<file path="src/hdl/ctc_pkg.sv">
// package for the cascadable 16-bit compare timer: register map, field layout,
// reset values, clock select codes, bus states and the block state carrier.
// assumes a 32-bit classic wishbone slave with 8-bit registers in the low byte lane.
`default_nettype none

package ctc_pkg;

  // byte addresses of the registers, one aligned word each
  localparam int unsigned ADR_W     = 6;
  localparam logic [5:0]  ADR_RUN   = 6'h00; // run control
  localparam logic [5:0]  ADR_LMOD  = 6'h04; // low mode
  localparam logic [5:0]  ADR_HMOD  = 6'h08; // high mode
  localparam logic [5:0]  ADR_LCYC  = 6'h0C; // low cycle compare
  localparam logic [5:0]  ADR_LDUTY = 6'h10; // low duty compare
  localparam logic [5:0]  ADR_HCYC  = 6'h14; // high cycle compare
  localparam logic [5:0]  ADR_SYS   = 6'h18; // system control
  localparam logic [5:0]  ADR_CNTL  = 6'h1C; // count, low byte (read only)
  localparam logic [5:0]  ADR_CNTH  = 6'h20; // count, high byte (read only)
  localparam logic [5:0]  ADR_STAT  = 6'h24; // pin and run state (read only)

  // bit positions in run control and system control
  localparam int unsigned RUN_LOW_BIT     = 0;
  localparam int unsigned RUN_HIGH_BIT    = 1;
  localparam int unsigned RUN_CAS_BIT     = 2;
  localparam int unsigned SYS_SLOWDIV_BIT = 0;
  localparam int unsigned SYS_LOWSPD_BIT  = 1;

  // mode register layout, msb first
  typedef struct packed {
    logic       dbe;      // double buffer enable
    logic [1:0] func;     // function select
    logic       ext;      // external clock select
    logic       init_lvl; // pulse pin idle level
    logic [2:0] clk_sel;  // source clock select
  } ctc_mode_t;

  localparam logic [1:0] FUNC_TMR_A = 2'h0; // timer
  localparam logic [1:0] FUNC_TMR_B = 2'h1; // timer, alternate code
  localparam logic [1:0] FUNC_PPG   = 2'h2; // pulse generator

  // reset values
  localparam logic [7:0]  MODE_RST = 8'h00;
  localparam logic [7:0]  CMP_RST  = 8'hFF;
  localparam logic [15:0] WCMP_RST = 16'hFFFF;

  // prescaler shift per select code, gear clock and sub clock
  localparam int unsigned PRE_W = 11;
  localparam int unsigned SUB_W = 4;
  localparam logic [3:0] GEAR_EXP [0:7] = '{4'hB, 4'hA, 4'h8, 4'h6, 4'h4, 4'h2, 4'h1, 4'h0};
  localparam logic [2:0] CK_SUB_A = 3'h0; // sub clock / 16 in slow selections
  localparam logic [2:0] CK_SUB_B = 3'h1; // sub clock / 8
  localparam logic [2:0] CK_SUB_C = 3'h7; // sub clock / 4 in low-speed modes
  localparam logic [3:0] SUB_EXP_A = 4'h4;
  localparam logic [3:0] SUB_EXP_B = 4'h3;
  localparam logic [3:0] SUB_EXP_C = 4'h2;

  // bus handshake states, one-hot
  typedef enum logic [1:0] {
    CTC_BUS_IDLE = 2'b01,
    CTC_BUS_ACK  = 2'b10
  } ctc_bus_t;

  // whole state of the block
  typedef struct packed {
    ctc_bus_t   bus;      // handshake state
    logic [7:0] rdat;     // read data
    logic [2:0] run;      // cascade, high run, low run
    ctc_mode_t  lmode;    // low mode
    ctc_mode_t  hmode;    // high mode
    logic [1:0] sys;      // low-speed, slow divider
    logic [7:0] lcyc_wr;  // last written low cycle byte
    logic [7:0] lduty_wr; // last written low duty byte
    logic [7:0] hcyc_wr;  // last written high cycle byte
    logic [7:0] lcyc_act; // active low cycle compare
    logic [7:0] ldty_act; // active low duty compare
    logic [15:0] hbuf;    // wide compare buffer
    logic [15:0] hact;    // active wide compare
    logic [15:0] cnt;     // up counter, low timer uses bits 7..0
    logic [PRE_W-1:0] pre;   // gear prescaler
    logic [SUB_W-1:0] sdiv;  // sub clock prescaler
    logic [2:0] ssync;    // sub clock synchroniser and edge stage
    logic       pin;      // pulse output
    logic       hirq;     // wide match pulse
    logic       lirq;     // low cycle match pulse
  } ctc_state_t;

endpackage : ctc_pkg

`default_nettype wire

</file>
<file path="src/hdl/ctc_top.sv">
// cascadable timer: two 8-bit timers that join into a 16-bit compare timer,
// plus the low timer's pulse generator, behind a classic wishbone slave.
// assumes the sub clock arrives asynchronously on a pin; the gear clock is clk_i.
`default_nettype none

module ctc_top (
  input  wire logic        clk_i,                  // gear clock, 50 MHz
  input  wire logic        rst_i,                  // synchronous reset, high
  input  wire logic        wb_cyc_i,               // bus cycle
  input  wire logic        wb_stb_i,               // bus strobe
  input  wire logic        wb_we_i,                // write enable
  input  wire logic [5:0]  wb_adr_i,               // byte address
  input  wire logic [3:0]  wb_sel_i,               // byte lanes
  input  wire logic [31:0] wb_dat_i,               // write data
  output logic      [31:0] wb_dat_o,               // read data
  output logic             wb_ack_o,               // acknowledge
  input  wire logic        sub_clk_i,              // slow sub clock pin
  output logic             pulse_output_pin_o,     // pulse generator output
  output logic             high_match_interrupt_o, // wide match, one cycle
  output logic             low_match_interrupt_o   // low cycle match, one cycle
);

  ctc_pkg::ctc_state_t q;  // registered state
  ctc_pkg::ctc_state_t d;  // next state
  // one struct holds every flop, so reset and update live in one place;
  // the cost is that unused fields ride along and are left to synthesis

  // gear prescaler tap: true once every 2^e clocks
  // the prescaler is never cleared, so the first period after a start may be short
  function automatic logic gear_tap(input logic [10:0] pre, input logic [3:0] e);
    logic [10:0] m;
    m = 11'((11'h1 << e) - 11'h1);
    return (pre & m) == m;
  endfunction : gear_tap

  // sub prescaler tap: true on every 2^e-th sub clock edge
  function automatic logic sub_tap(input logic edge_s, input logic [3:0] div,
                                   input logic [3:0] e);
    logic [3:0] m;
    m = 4'((4'h1 << e) - 4'h1);
    return edge_s && ((div & m) == m);
  endfunction : sub_tap

  // source clock enable for one select code
  // low-speed wins over the slow divider bit: only sub clock codes survive,
  // since the gear clock is taken to be stopped in those modes
  function automatic logic src_tick(input logic [2:0] sel, input logic slow_div,
                                    input logic low_spd, input logic [10:0] pre,
                                    input logic edge_s, input logic [3:0] div);
    logic t;
    t = 1'b0;
    if (low_spd) begin
      case (sel)
        ctc_pkg::CK_SUB_A: t = sub_tap(edge_s, div, ctc_pkg::SUB_EXP_A);
        ctc_pkg::CK_SUB_B: t = sub_tap(edge_s, div, ctc_pkg::SUB_EXP_B);
        ctc_pkg::CK_SUB_C: t = sub_tap(edge_s, div, ctc_pkg::SUB_EXP_C);
        default:           t = 1'b0;
      endcase
    end else if (slow_div && sel == ctc_pkg::CK_SUB_A) begin
      t = sub_tap(edge_s, div, ctc_pkg::SUB_EXP_A);
    end else if (slow_div && sel == ctc_pkg::CK_SUB_B) begin
      t = sub_tap(edge_s, div, ctc_pkg::SUB_EXP_B);
    end else begin
      t = gear_tap(pre, ctc_pkg::GEAR_EXP[sel]);
    end
    return t;
  endfunction : src_tick

  // decoded helpers, all from registered state or the bus
  // kept combinational so that the checks below can name them
  logic        sub_edge;  // rising sub clock edge, from synchronised stages
  logic        cas;       // timers joined
  logic        hi_run;    // wide counter running
  logic        lo_run;    // low pulse generator running
  logic        htick;     // wide source clock enable
  logic        ltick;     // low source clock enable
  logic        req;       // new bus request taken this edge
  logic        wr;        // write taken this edge
  logic [7:0]  wdat;      // write byte
  logic [15:0] wide_new;  // wide compare formed on high byte write
  logic [15:0] cnt_nxt;   // count plus one
  logic [7:0]  lcnt_nxt;  // low count plus one
  logic        wr_hcyc;   // high cycle write
  logic        wr_lcyc;   // low cycle write
  logic        wr_ldty;   // low duty write
  logic        hmatch;    // wide match this edge
  logic        lcyc_hit;  // low cycle match this edge
  logic        ldty_hit;  // low duty match this edge

  always_comb begin
    // only the second and third synchroniser stages are looked at
    sub_edge = q.ssync[1] & ~q.ssync[2];
    cas      = q.run[ctc_pkg::RUN_CAS_BIT];
    hi_run   = cas && q.run[ctc_pkg::RUN_HIGH_BIT] && !q.hmode.ext &&
               (q.hmode.func == ctc_pkg::FUNC_TMR_A || q.hmode.func == ctc_pkg::FUNC_TMR_B);
    lo_run   = !cas && q.run[ctc_pkg::RUN_LOW_BIT] && !q.lmode.ext &&
               q.lmode.func == ctc_pkg::FUNC_PPG;
    htick    = src_tick(q.hmode.clk_sel, q.sys[ctc_pkg::SYS_SLOWDIV_BIT],
                        q.sys[ctc_pkg::SYS_LOWSPD_BIT], q.pre, sub_edge, q.sdiv);
    ltick    = src_tick(q.lmode.clk_sel, q.sys[ctc_pkg::SYS_SLOWDIV_BIT],
                        q.sys[ctc_pkg::SYS_LOWSPD_BIT], q.pre, sub_edge, q.sdiv);
    req      = wb_cyc_i && wb_stb_i && q.bus == ctc_pkg::CTC_BUS_IDLE;
    wr       = req && wb_we_i && wb_sel_i[0];
    wdat     = wb_dat_i[7:0];
    wide_new = {wdat, q.lcyc_wr};
    cnt_nxt  = 16'(q.cnt + 16'h0001);
    lcnt_nxt = 8'(q.cnt[7:0] + 8'h01);
    wr_hcyc  = wr && wb_adr_i == ctc_pkg::ADR_HCYC;
    wr_lcyc  = wr && wb_adr_i == ctc_pkg::ADR_LCYC;
    wr_ldty  = wr && wb_adr_i == ctc_pkg::ADR_LDUTY;
    // a compare below the count never equals count+1 before the wrap, so the
    // lengthened interval after such a write needs no logic of its own
    // wide match: count step onto compare, or unbuffered write equal to count
    hmatch   = hi_run && ((htick && cnt_nxt == q.hact) ||
               (wr_hcyc && !q.hmode.dbe && wide_new == q.cnt));
    lcyc_hit = lo_run && ((ltick && lcnt_nxt == q.lcyc_act) ||
               (wr_lcyc && !q.lmode.dbe && wdat == q.cnt[7:0]));
    ldty_hit = lo_run && ((ltick && lcnt_nxt == q.ldty_act) ||
               (wr_ldty && !q.lmode.dbe && wdat == q.cnt[7:0]));
  end

  // next state
  always_comb begin
    d      = q;
    d.hirq = 1'b0;
    d.lirq = 1'b0;

    // clock sources: free gear prescaler, sub clock synchroniser and divider
    d.pre   = q.pre + 11'h001;
    d.ssync = {q.ssync[1:0], sub_clk_i};
    if (sub_edge) begin
      d.sdiv = q.sdiv + 4'h1;
    end

    // bus handshake: ack one cycle after a request, then drop
    d.bus = req ? ctc_pkg::CTC_BUS_ACK : ctc_pkg::CTC_BUS_IDLE;
    // a strobe left high after ack is taken again, so a master
    // must drop it once it has seen ack
    if (req) begin
      case (wb_adr_i)
        ctc_pkg::ADR_RUN:   d.rdat = {5'h00, q.run};
        ctc_pkg::ADR_LMOD:  d.rdat = q.lmode;
        ctc_pkg::ADR_HMOD:  d.rdat = q.hmode;
        ctc_pkg::ADR_LCYC:  d.rdat = q.lcyc_wr;
        ctc_pkg::ADR_LDUTY: d.rdat = q.lduty_wr;
        ctc_pkg::ADR_HCYC:  d.rdat = q.hcyc_wr;
        ctc_pkg::ADR_SYS:   d.rdat = {6'h00, q.sys};
        ctc_pkg::ADR_CNTL:  d.rdat = q.cnt[7:0];
        ctc_pkg::ADR_CNTH:  d.rdat = q.cnt[15:8];
        ctc_pkg::ADR_STAT:  d.rdat = {5'h00, hi_run, lo_run, q.pin};
        default:            d.rdat = 8'h00;  // unmapped reads as zero
      endcase
    end

    // register writes; unmapped writes are acked and dropped
    // compare bytes are always kept for readback; only the active
    // copy depends on run state and the double buffer bit
    if (wr) begin
      case (wb_adr_i)
        ctc_pkg::ADR_RUN: d.run = wdat[2:0];
        ctc_pkg::ADR_LMOD: begin
          // a running timer keeps its mode
          if (!q.run[ctc_pkg::RUN_LOW_BIT]) begin
            d.lmode = wdat;
          end
        end
        ctc_pkg::ADR_HMOD: begin
          if (!q.run[ctc_pkg::RUN_HIGH_BIT]) begin
            d.hmode = wdat;
          end
        end
        ctc_pkg::ADR_SYS: d.sys = wdat[1:0];
        ctc_pkg::ADR_LCYC: begin
          d.lcyc_wr = wdat;
          // joined timers only latch the low half for the wide write
          if (!cas && (!lo_run || !q.lmode.dbe)) begin
            d.lcyc_act = wdat;
          end
        end
        ctc_pkg::ADR_LDUTY: begin
          d.lduty_wr = wdat;
          if (!cas && (!lo_run || !q.lmode.dbe)) begin
            d.ldty_act = wdat;
          end
        end
        ctc_pkg::ADR_HCYC: begin
          d.hcyc_wr = wdat;
          d.hbuf    = wide_new;
          if (!hi_run || !q.hmode.dbe) begin
            d.hact = wide_new;
          end
        end
        default: ;
      endcase
    end

    // counters
    // a match has priority over the plain tick, so a step onto the
    // compare value clears the count instead of loading it
    if (hi_run) begin
      if (hmatch) begin
        d.cnt  = 16'h0000;
        d.hirq = 1'b1;
        if (q.hmode.dbe) begin
          d.hact = d.hbuf;
        end
      end else if (htick) begin
        d.cnt = cnt_nxt;
      end
      d.pin = q.lmode.init_lvl;
    end else if (lo_run) begin
      // duty and cycle match on one edge: the cycle match wins
      if (lcyc_hit) begin
        d.cnt  = 16'h0000;
        d.pin  = q.lmode.init_lvl;
        d.lirq = 1'b1;
        if (q.lmode.dbe) begin
          d.lcyc_act = d.lcyc_wr;
          d.ldty_act = d.lduty_wr;
        end
      end else begin
        if (ldty_hit) begin
          d.pin = ~q.lmode.init_lvl;
        end
        if (ltick) begin
          d.cnt = {8'h00, lcnt_nxt};
        end
      end
    end else begin
      // stopped: count cleared, pin at its idle level
      d.cnt = 16'h0000;
      d.pin = q.lmode.init_lvl;
    end
  end

  // state register
  // fields with a non-zero reset value, and the two mode registers, are named after the clear
  always_ff @(posedge clk_i) begin
    if (rst_i) begin
      q          <= '0;
      q.bus      <= ctc_pkg::CTC_BUS_IDLE;
      q.lmode    <= ctc_pkg::MODE_RST;
      q.hmode    <= ctc_pkg::MODE_RST;
      q.lcyc_wr  <= ctc_pkg::CMP_RST;
      q.lduty_wr <= ctc_pkg::CMP_RST;
      q.hcyc_wr  <= ctc_pkg::CMP_RST;
      q.lcyc_act <= ctc_pkg::CMP_RST;
      q.ldty_act <= ctc_pkg::CMP_RST;
      q.hbuf     <= ctc_pkg::WCMP_RST;
      q.hact     <= ctc_pkg::WCMP_RST;
    end else begin
      q <= d;
    end
  end

  // outputs straight from state flops
  // registers are one byte wide, so the upper read lanes are zero
  assign wb_dat_o               = {24'h000000, q.rdat};
  assign wb_ack_o               = q.bus[1];
  assign pulse_output_pin_o     = q.pin;
  assign high_match_interrupt_o = q.hirq;
  assign low_match_interrupt_o  = q.lirq;
endmodule : ctc_top

`default_nettype wire

</file>
<file path="config.mk">
export PLATFORM = sky130hd
export DESIGN_NAME = ctc_top
export DESIGN_NICKNAME = d
export VERILOG_FILES = /design/src/hdl/ctc_pkg.sv /design/src/hdl/ctc_top.sv
export SDC_FILE = /design/constraint.sdc
export NUM_CORES = 1
export LEC_CHECK = 0
export ABC_AREA = 1
export BUFFER_PORTS_ARGS = -buffer_cell sky130_fd_sc_hd__buf_2
export CORE_MARGIN = 2
export CORE_UTILIZATION = 23
export CTS_BUF_LIST = sky130_fd_sc_hd__clkbuf_16
export CTS_CLUSTER_DIAMETER = 80
export CTS_CLUSTER_SIZE = 10
export DETAILED_ROUTE_END_ITERATION = 8
export MAX_ROUTING_LAYER = met4
export PLACE_DENSITY = 0.43
export SLEW_MARGIN = 0
export SYNTH_ARGS = -nofsm -noshare
export SYNTH_HDL_FRONTEND = slang
export SYNTH_SLANG_ARGS = --single-unit
</file>
<file path="constraint.sdc">
create_clock -name clk_i -period 6.6 [get_ports clk_i]
set_input_delay 0.66 -clock clk_i [delete_from_list [all_inputs] [get_ports clk_i]]
set_output_delay 0.66 -clock clk_i [all_outputs]
set_load 0.02 [all_outputs]
</file>
==> impl_results.md <==
* Run status: completed
* CTS tree: done
* Number of antenna violations at the first check in global routing at 0
* Skew-Pair Late Insertion Delay at 0.44 ns
* Class of the tightest hold or removal check: flop to flop
* Hold_buf cts at 0
* Pin slew with the least headroom to its limit at roughly 0.95 ns
* CTS Buf Count at 17
* Slack of the critical path at 2.86 ns
* CTS sink cnt at 140
* Pin count of the biggest net entering global routing at 47
* Share of flip-flops with an asynchronous set or reset at 0
* Clock root cell: clkbuf_16
* Share of power burned in the clock network at 0.507
* Crit end category: flop
* Avg WL per Cell at 17.7 um
* Net count reported at finish at 1385
* Proportion of layout cells with a drive suffix above 1 at 0.0863
* Std-Cell Rows at 70
* Mean area per synthesized cell at 6.43 sq um
* GRT overflow at 0
* Headroom to the max-slew limit at 0.365
* Number of violations reported at the end of detailed-routing iteration 0 at 849
* Post-CTS repair timing setup buffer count at 0
* Kind of start point of the critical path: flop
* End of the worst register-to-register path: q[24]
* Worst-path maximum fanout at 31
* GRT Resource Usage Total at 0.175
* Count leader, synth: nand2_1
* Area growth from synthesis to layout at 11.3%
* Setup repair after global routing missed its margin: no
* Sequential cell area at between 0.002 and 0.003 sq mm
* Ordered cell list for the critical path: ha_1 -> inv_1 -> nand2_1 -> nand2_1 -> inv_1 -> nand2_1 -> a21oi_1 -> o21ai_0 -> nor2_1 -> nand2_1 -> nor2_1 -> nand3_1 -> nand4_1 -> nand2_2 -> o21ai_0 -> nor2_1
* Remaining antenna violation count after routing at 0
* Die extent in y at between 150 and 200 um
* Sequential cell area fraction in the yosys report at 0.326
* Via count at between 8000 and 9000
* Number of iterations in the first detailed-routing pass at 5
* Net Sw Power at between 400 and 500 uW
* First-pass GRT wire length at 49800 um
* Antenna fix cells at 0
* Final Critical Period at around 3.7 ns
* Cell area power density at 199 mW/mm^2
* Relative contribution of combinational cells to total power at 0.046
* Post-cts repair resize count at 0
* Worst setup skew after layout at 0.0156 ns
* Cell-internal power at 1420 uW
* Clock-pin slew on the worst setup and hold paths at 0.06 ns
* Area of the multi-input gates at 0.00482 sq mm
* Most frequent cell on the critical path: nand2_1
* Achievable clock frequency at 267 MHz
* Starting utilization of the core area at 0.234
* Chip width at 197 um
* R2R Path Start: q[22]
* Vias in the first global route at 8146
* Count of port buffers added during placement at 32
* Count of synthesis-stage warnings from yosys at 0
* WS Path Type: flop to flop
* Cell taking the most area after synthesis: dfxtp_1
* Register bit total from synthesis at 140
* Biggest cell delay along the critical path at 0.45 ns
* Sequential share of power at 0.447
* Switching share of total power at 0.255
* HPWL after detailed placement at roughly 23000 um
* Worst min-delay path startpoint: d[4]
* Number of max-cap violations at 0
* Cell area after technology mapping at about 0.0086 sq mm
* Cell depth of the worst flop-to-flop path at 16
* Count of flip-flops with a built-in enable after synthesis at 0
* Fill cell instance count of the final layout at 4118
* Leakage power at 0.00413 uW
* Critical path arrival at a little over 4 ns
* Max-slew violations at 0
* Largest buffer count on any clock path at 2
* Cell type of the slowest stage on the worst timing path: dfxtp_1
* Routed wire length at 32100 um
* Critical path's top delay family: simple AND/OR/NAND/NOR gates
* Cells taking the most area after synthesis: dfxtp_1 (33%), nand2_1 (14%), nand3_1 (6.8%)
* Setup_tns at 0 ns
* Pre-CTS setup slack at 2.90 ns
* Final-report setup violation count at 0
* Number of I/O pins at 84
* Min-Delay Path Depth at 2
* Worst IR Drop VDD at 0.000132 V
* DRC errors left at 0
* Core Box Area at between 0.03 and 0.04 sq mm
* Number of standard cells after synthesis at 1335
* End of the worst hold path: d[5]
* Number of distinct standard cells referenced by the synthesized netlist at 50
* Data required, critical path at 6.92 ns
* Number of levels the H-tree was split into at 4
* Share of Yosys cell area claimed by the top area cell type at 0.326
* Number of hold violations in the final report at 0
* Gpl congestion at ~0.9
* Register-to-register path setup slack at 2.86 ns
* Routed vias/inst at between 4 and 5
* Critical path origin: q[22]
* Most instantiated flip-flop cell in the synthesis netlist: dfxtp_1
* DIE AREA at between 0.03 and 0.04 sq mm
* List of most frequent post-synthesis cells: nand2_1 (311), nor2_1 (146), dfxtp_1 (140)
* Final Cycle Share at 0.567
* Sum of buffers and inverters on the critical path at 2
==> layout make-up <==
type,count,area share
flip-flops and latches,140,0.293
clock inverters,15,0.0154
multi-input cells,986,0.504
clock buffers,17,0.0445
inverters,144,0.0569
repair buffers,42,0.0246
well taps,468,0.0612
==> worst register-to-register path: stages, from the launching register on <==
cell,delay (ns)
dfxtp_1,0.45
ha_1,0.35
inv_1,0.12
nand2_1,0.08
nand2_1,0.25
inv_1,0.22
nand2_1,0.07
a21oi_1,0.16
o21ai_0,0.11
nor2_1,0.10
nand2_1,0.05
nor2_1,0.12
nand3_1,0.42
nand4_1,0.34
nand2_2,0.43
o21ai_0,0.30
nor2_1,0.05
==> state kept, by name, indices dropped and copies added (netlist names) <==
register,cells
low_match_interrupt_o,1
high_match_interrupt_o,1
d,2
pulse_output_pin_o,1
wb_ack_o,1
cas,1
wb_dat_o,8
q,125
==> kinds of logic (layout without fill, tap and decap cells) <==
| family | after synthesis | after routing | share of synthesized area |
|---|---|---|---|
| simple gates | 672 | 672 | 0.348 |
| compound gates | 263 | 263 | 0.172 |
| buf+inv | 232 | 218 | 0.123 |
| flops | 140 | 140 | 0.326 |
| xor+xnor | 21 | 21 | 0.0214 |
| fa+ha+maj | 6 | 6 | 0.00874 |
| other cells | 1 | 24 | 0.000437 |
==> layout by cell type, fill, tap and decap left out, drive strengths merged, types with 9 or more instances in the layout <==
cell type	count
a21oi	87
buf	42
clkbuf	17
clkinv	11
conb	24
dfxtp	140
inv	142
nand2	323
nand3	120
nand4	31
nor2	156
nor3	20
nor4	10
o211ai	23
o21ai	109
o22ai	20
xnor2	9
xor2	12
==> per-layer routing <==
| metal | vias to the layer above | global-route usage | share of wire |
|---|---|---|---|
| met2 | 259 | 0.266 | 0.44 |
| met3 | 38 | 0.0338 | 0.056 |
| met5 | - | - | 0 |
| li1 | 4376 | - | - |
| met1 | 4094 | 0.233 | 0.48 |
| met4 | 0 | 0.0563 | 0.025 |
==> worst max-delay path by stage <==
stage               slack [ns]  depth (start not counted)                  to
floorplan                 4.09                         19  pulse_output_pin_o
global placement          2.90                         16               q[24]
detailed placement        2.90                         16               q[24]
CTS                       2.89                         16               q[24]
global route              2.47                         16               q[34]
finish                    2.86                         16               q[24]
==> per-stage QoR <==
stage          total power, uW  instances  utilization  instance area (sq um)  hold slack, ns
2_1_floorplan              934       1358            -                   8670           0.388
3_3_place_gp               960       1780        0.245                   8990           0.397
3_5_place_dp               960       1780        0.245                   8990           0.400
4_1_cts                   1940       1812        0.261                   9560           0.410
5_1_grt                   1980       1812        0.261                   9560           0.427
6_report                  1910       1812        0.261                   9560           0.405
==> power groups by stage <==
stage / logic, uW / registers [uW] / clock network, uW
final: 88.0 / 853 / 967
after global routing: 97.1 / 853 / 1030
after CTS: 88.3 / 853 / 995
after detailed placement: 88.0 / 872 / 0
after global placement: 88.2 / 872 / 0
after floorplan: 63.6 / 871 / 0
Power figures use the tool's default switching activity.
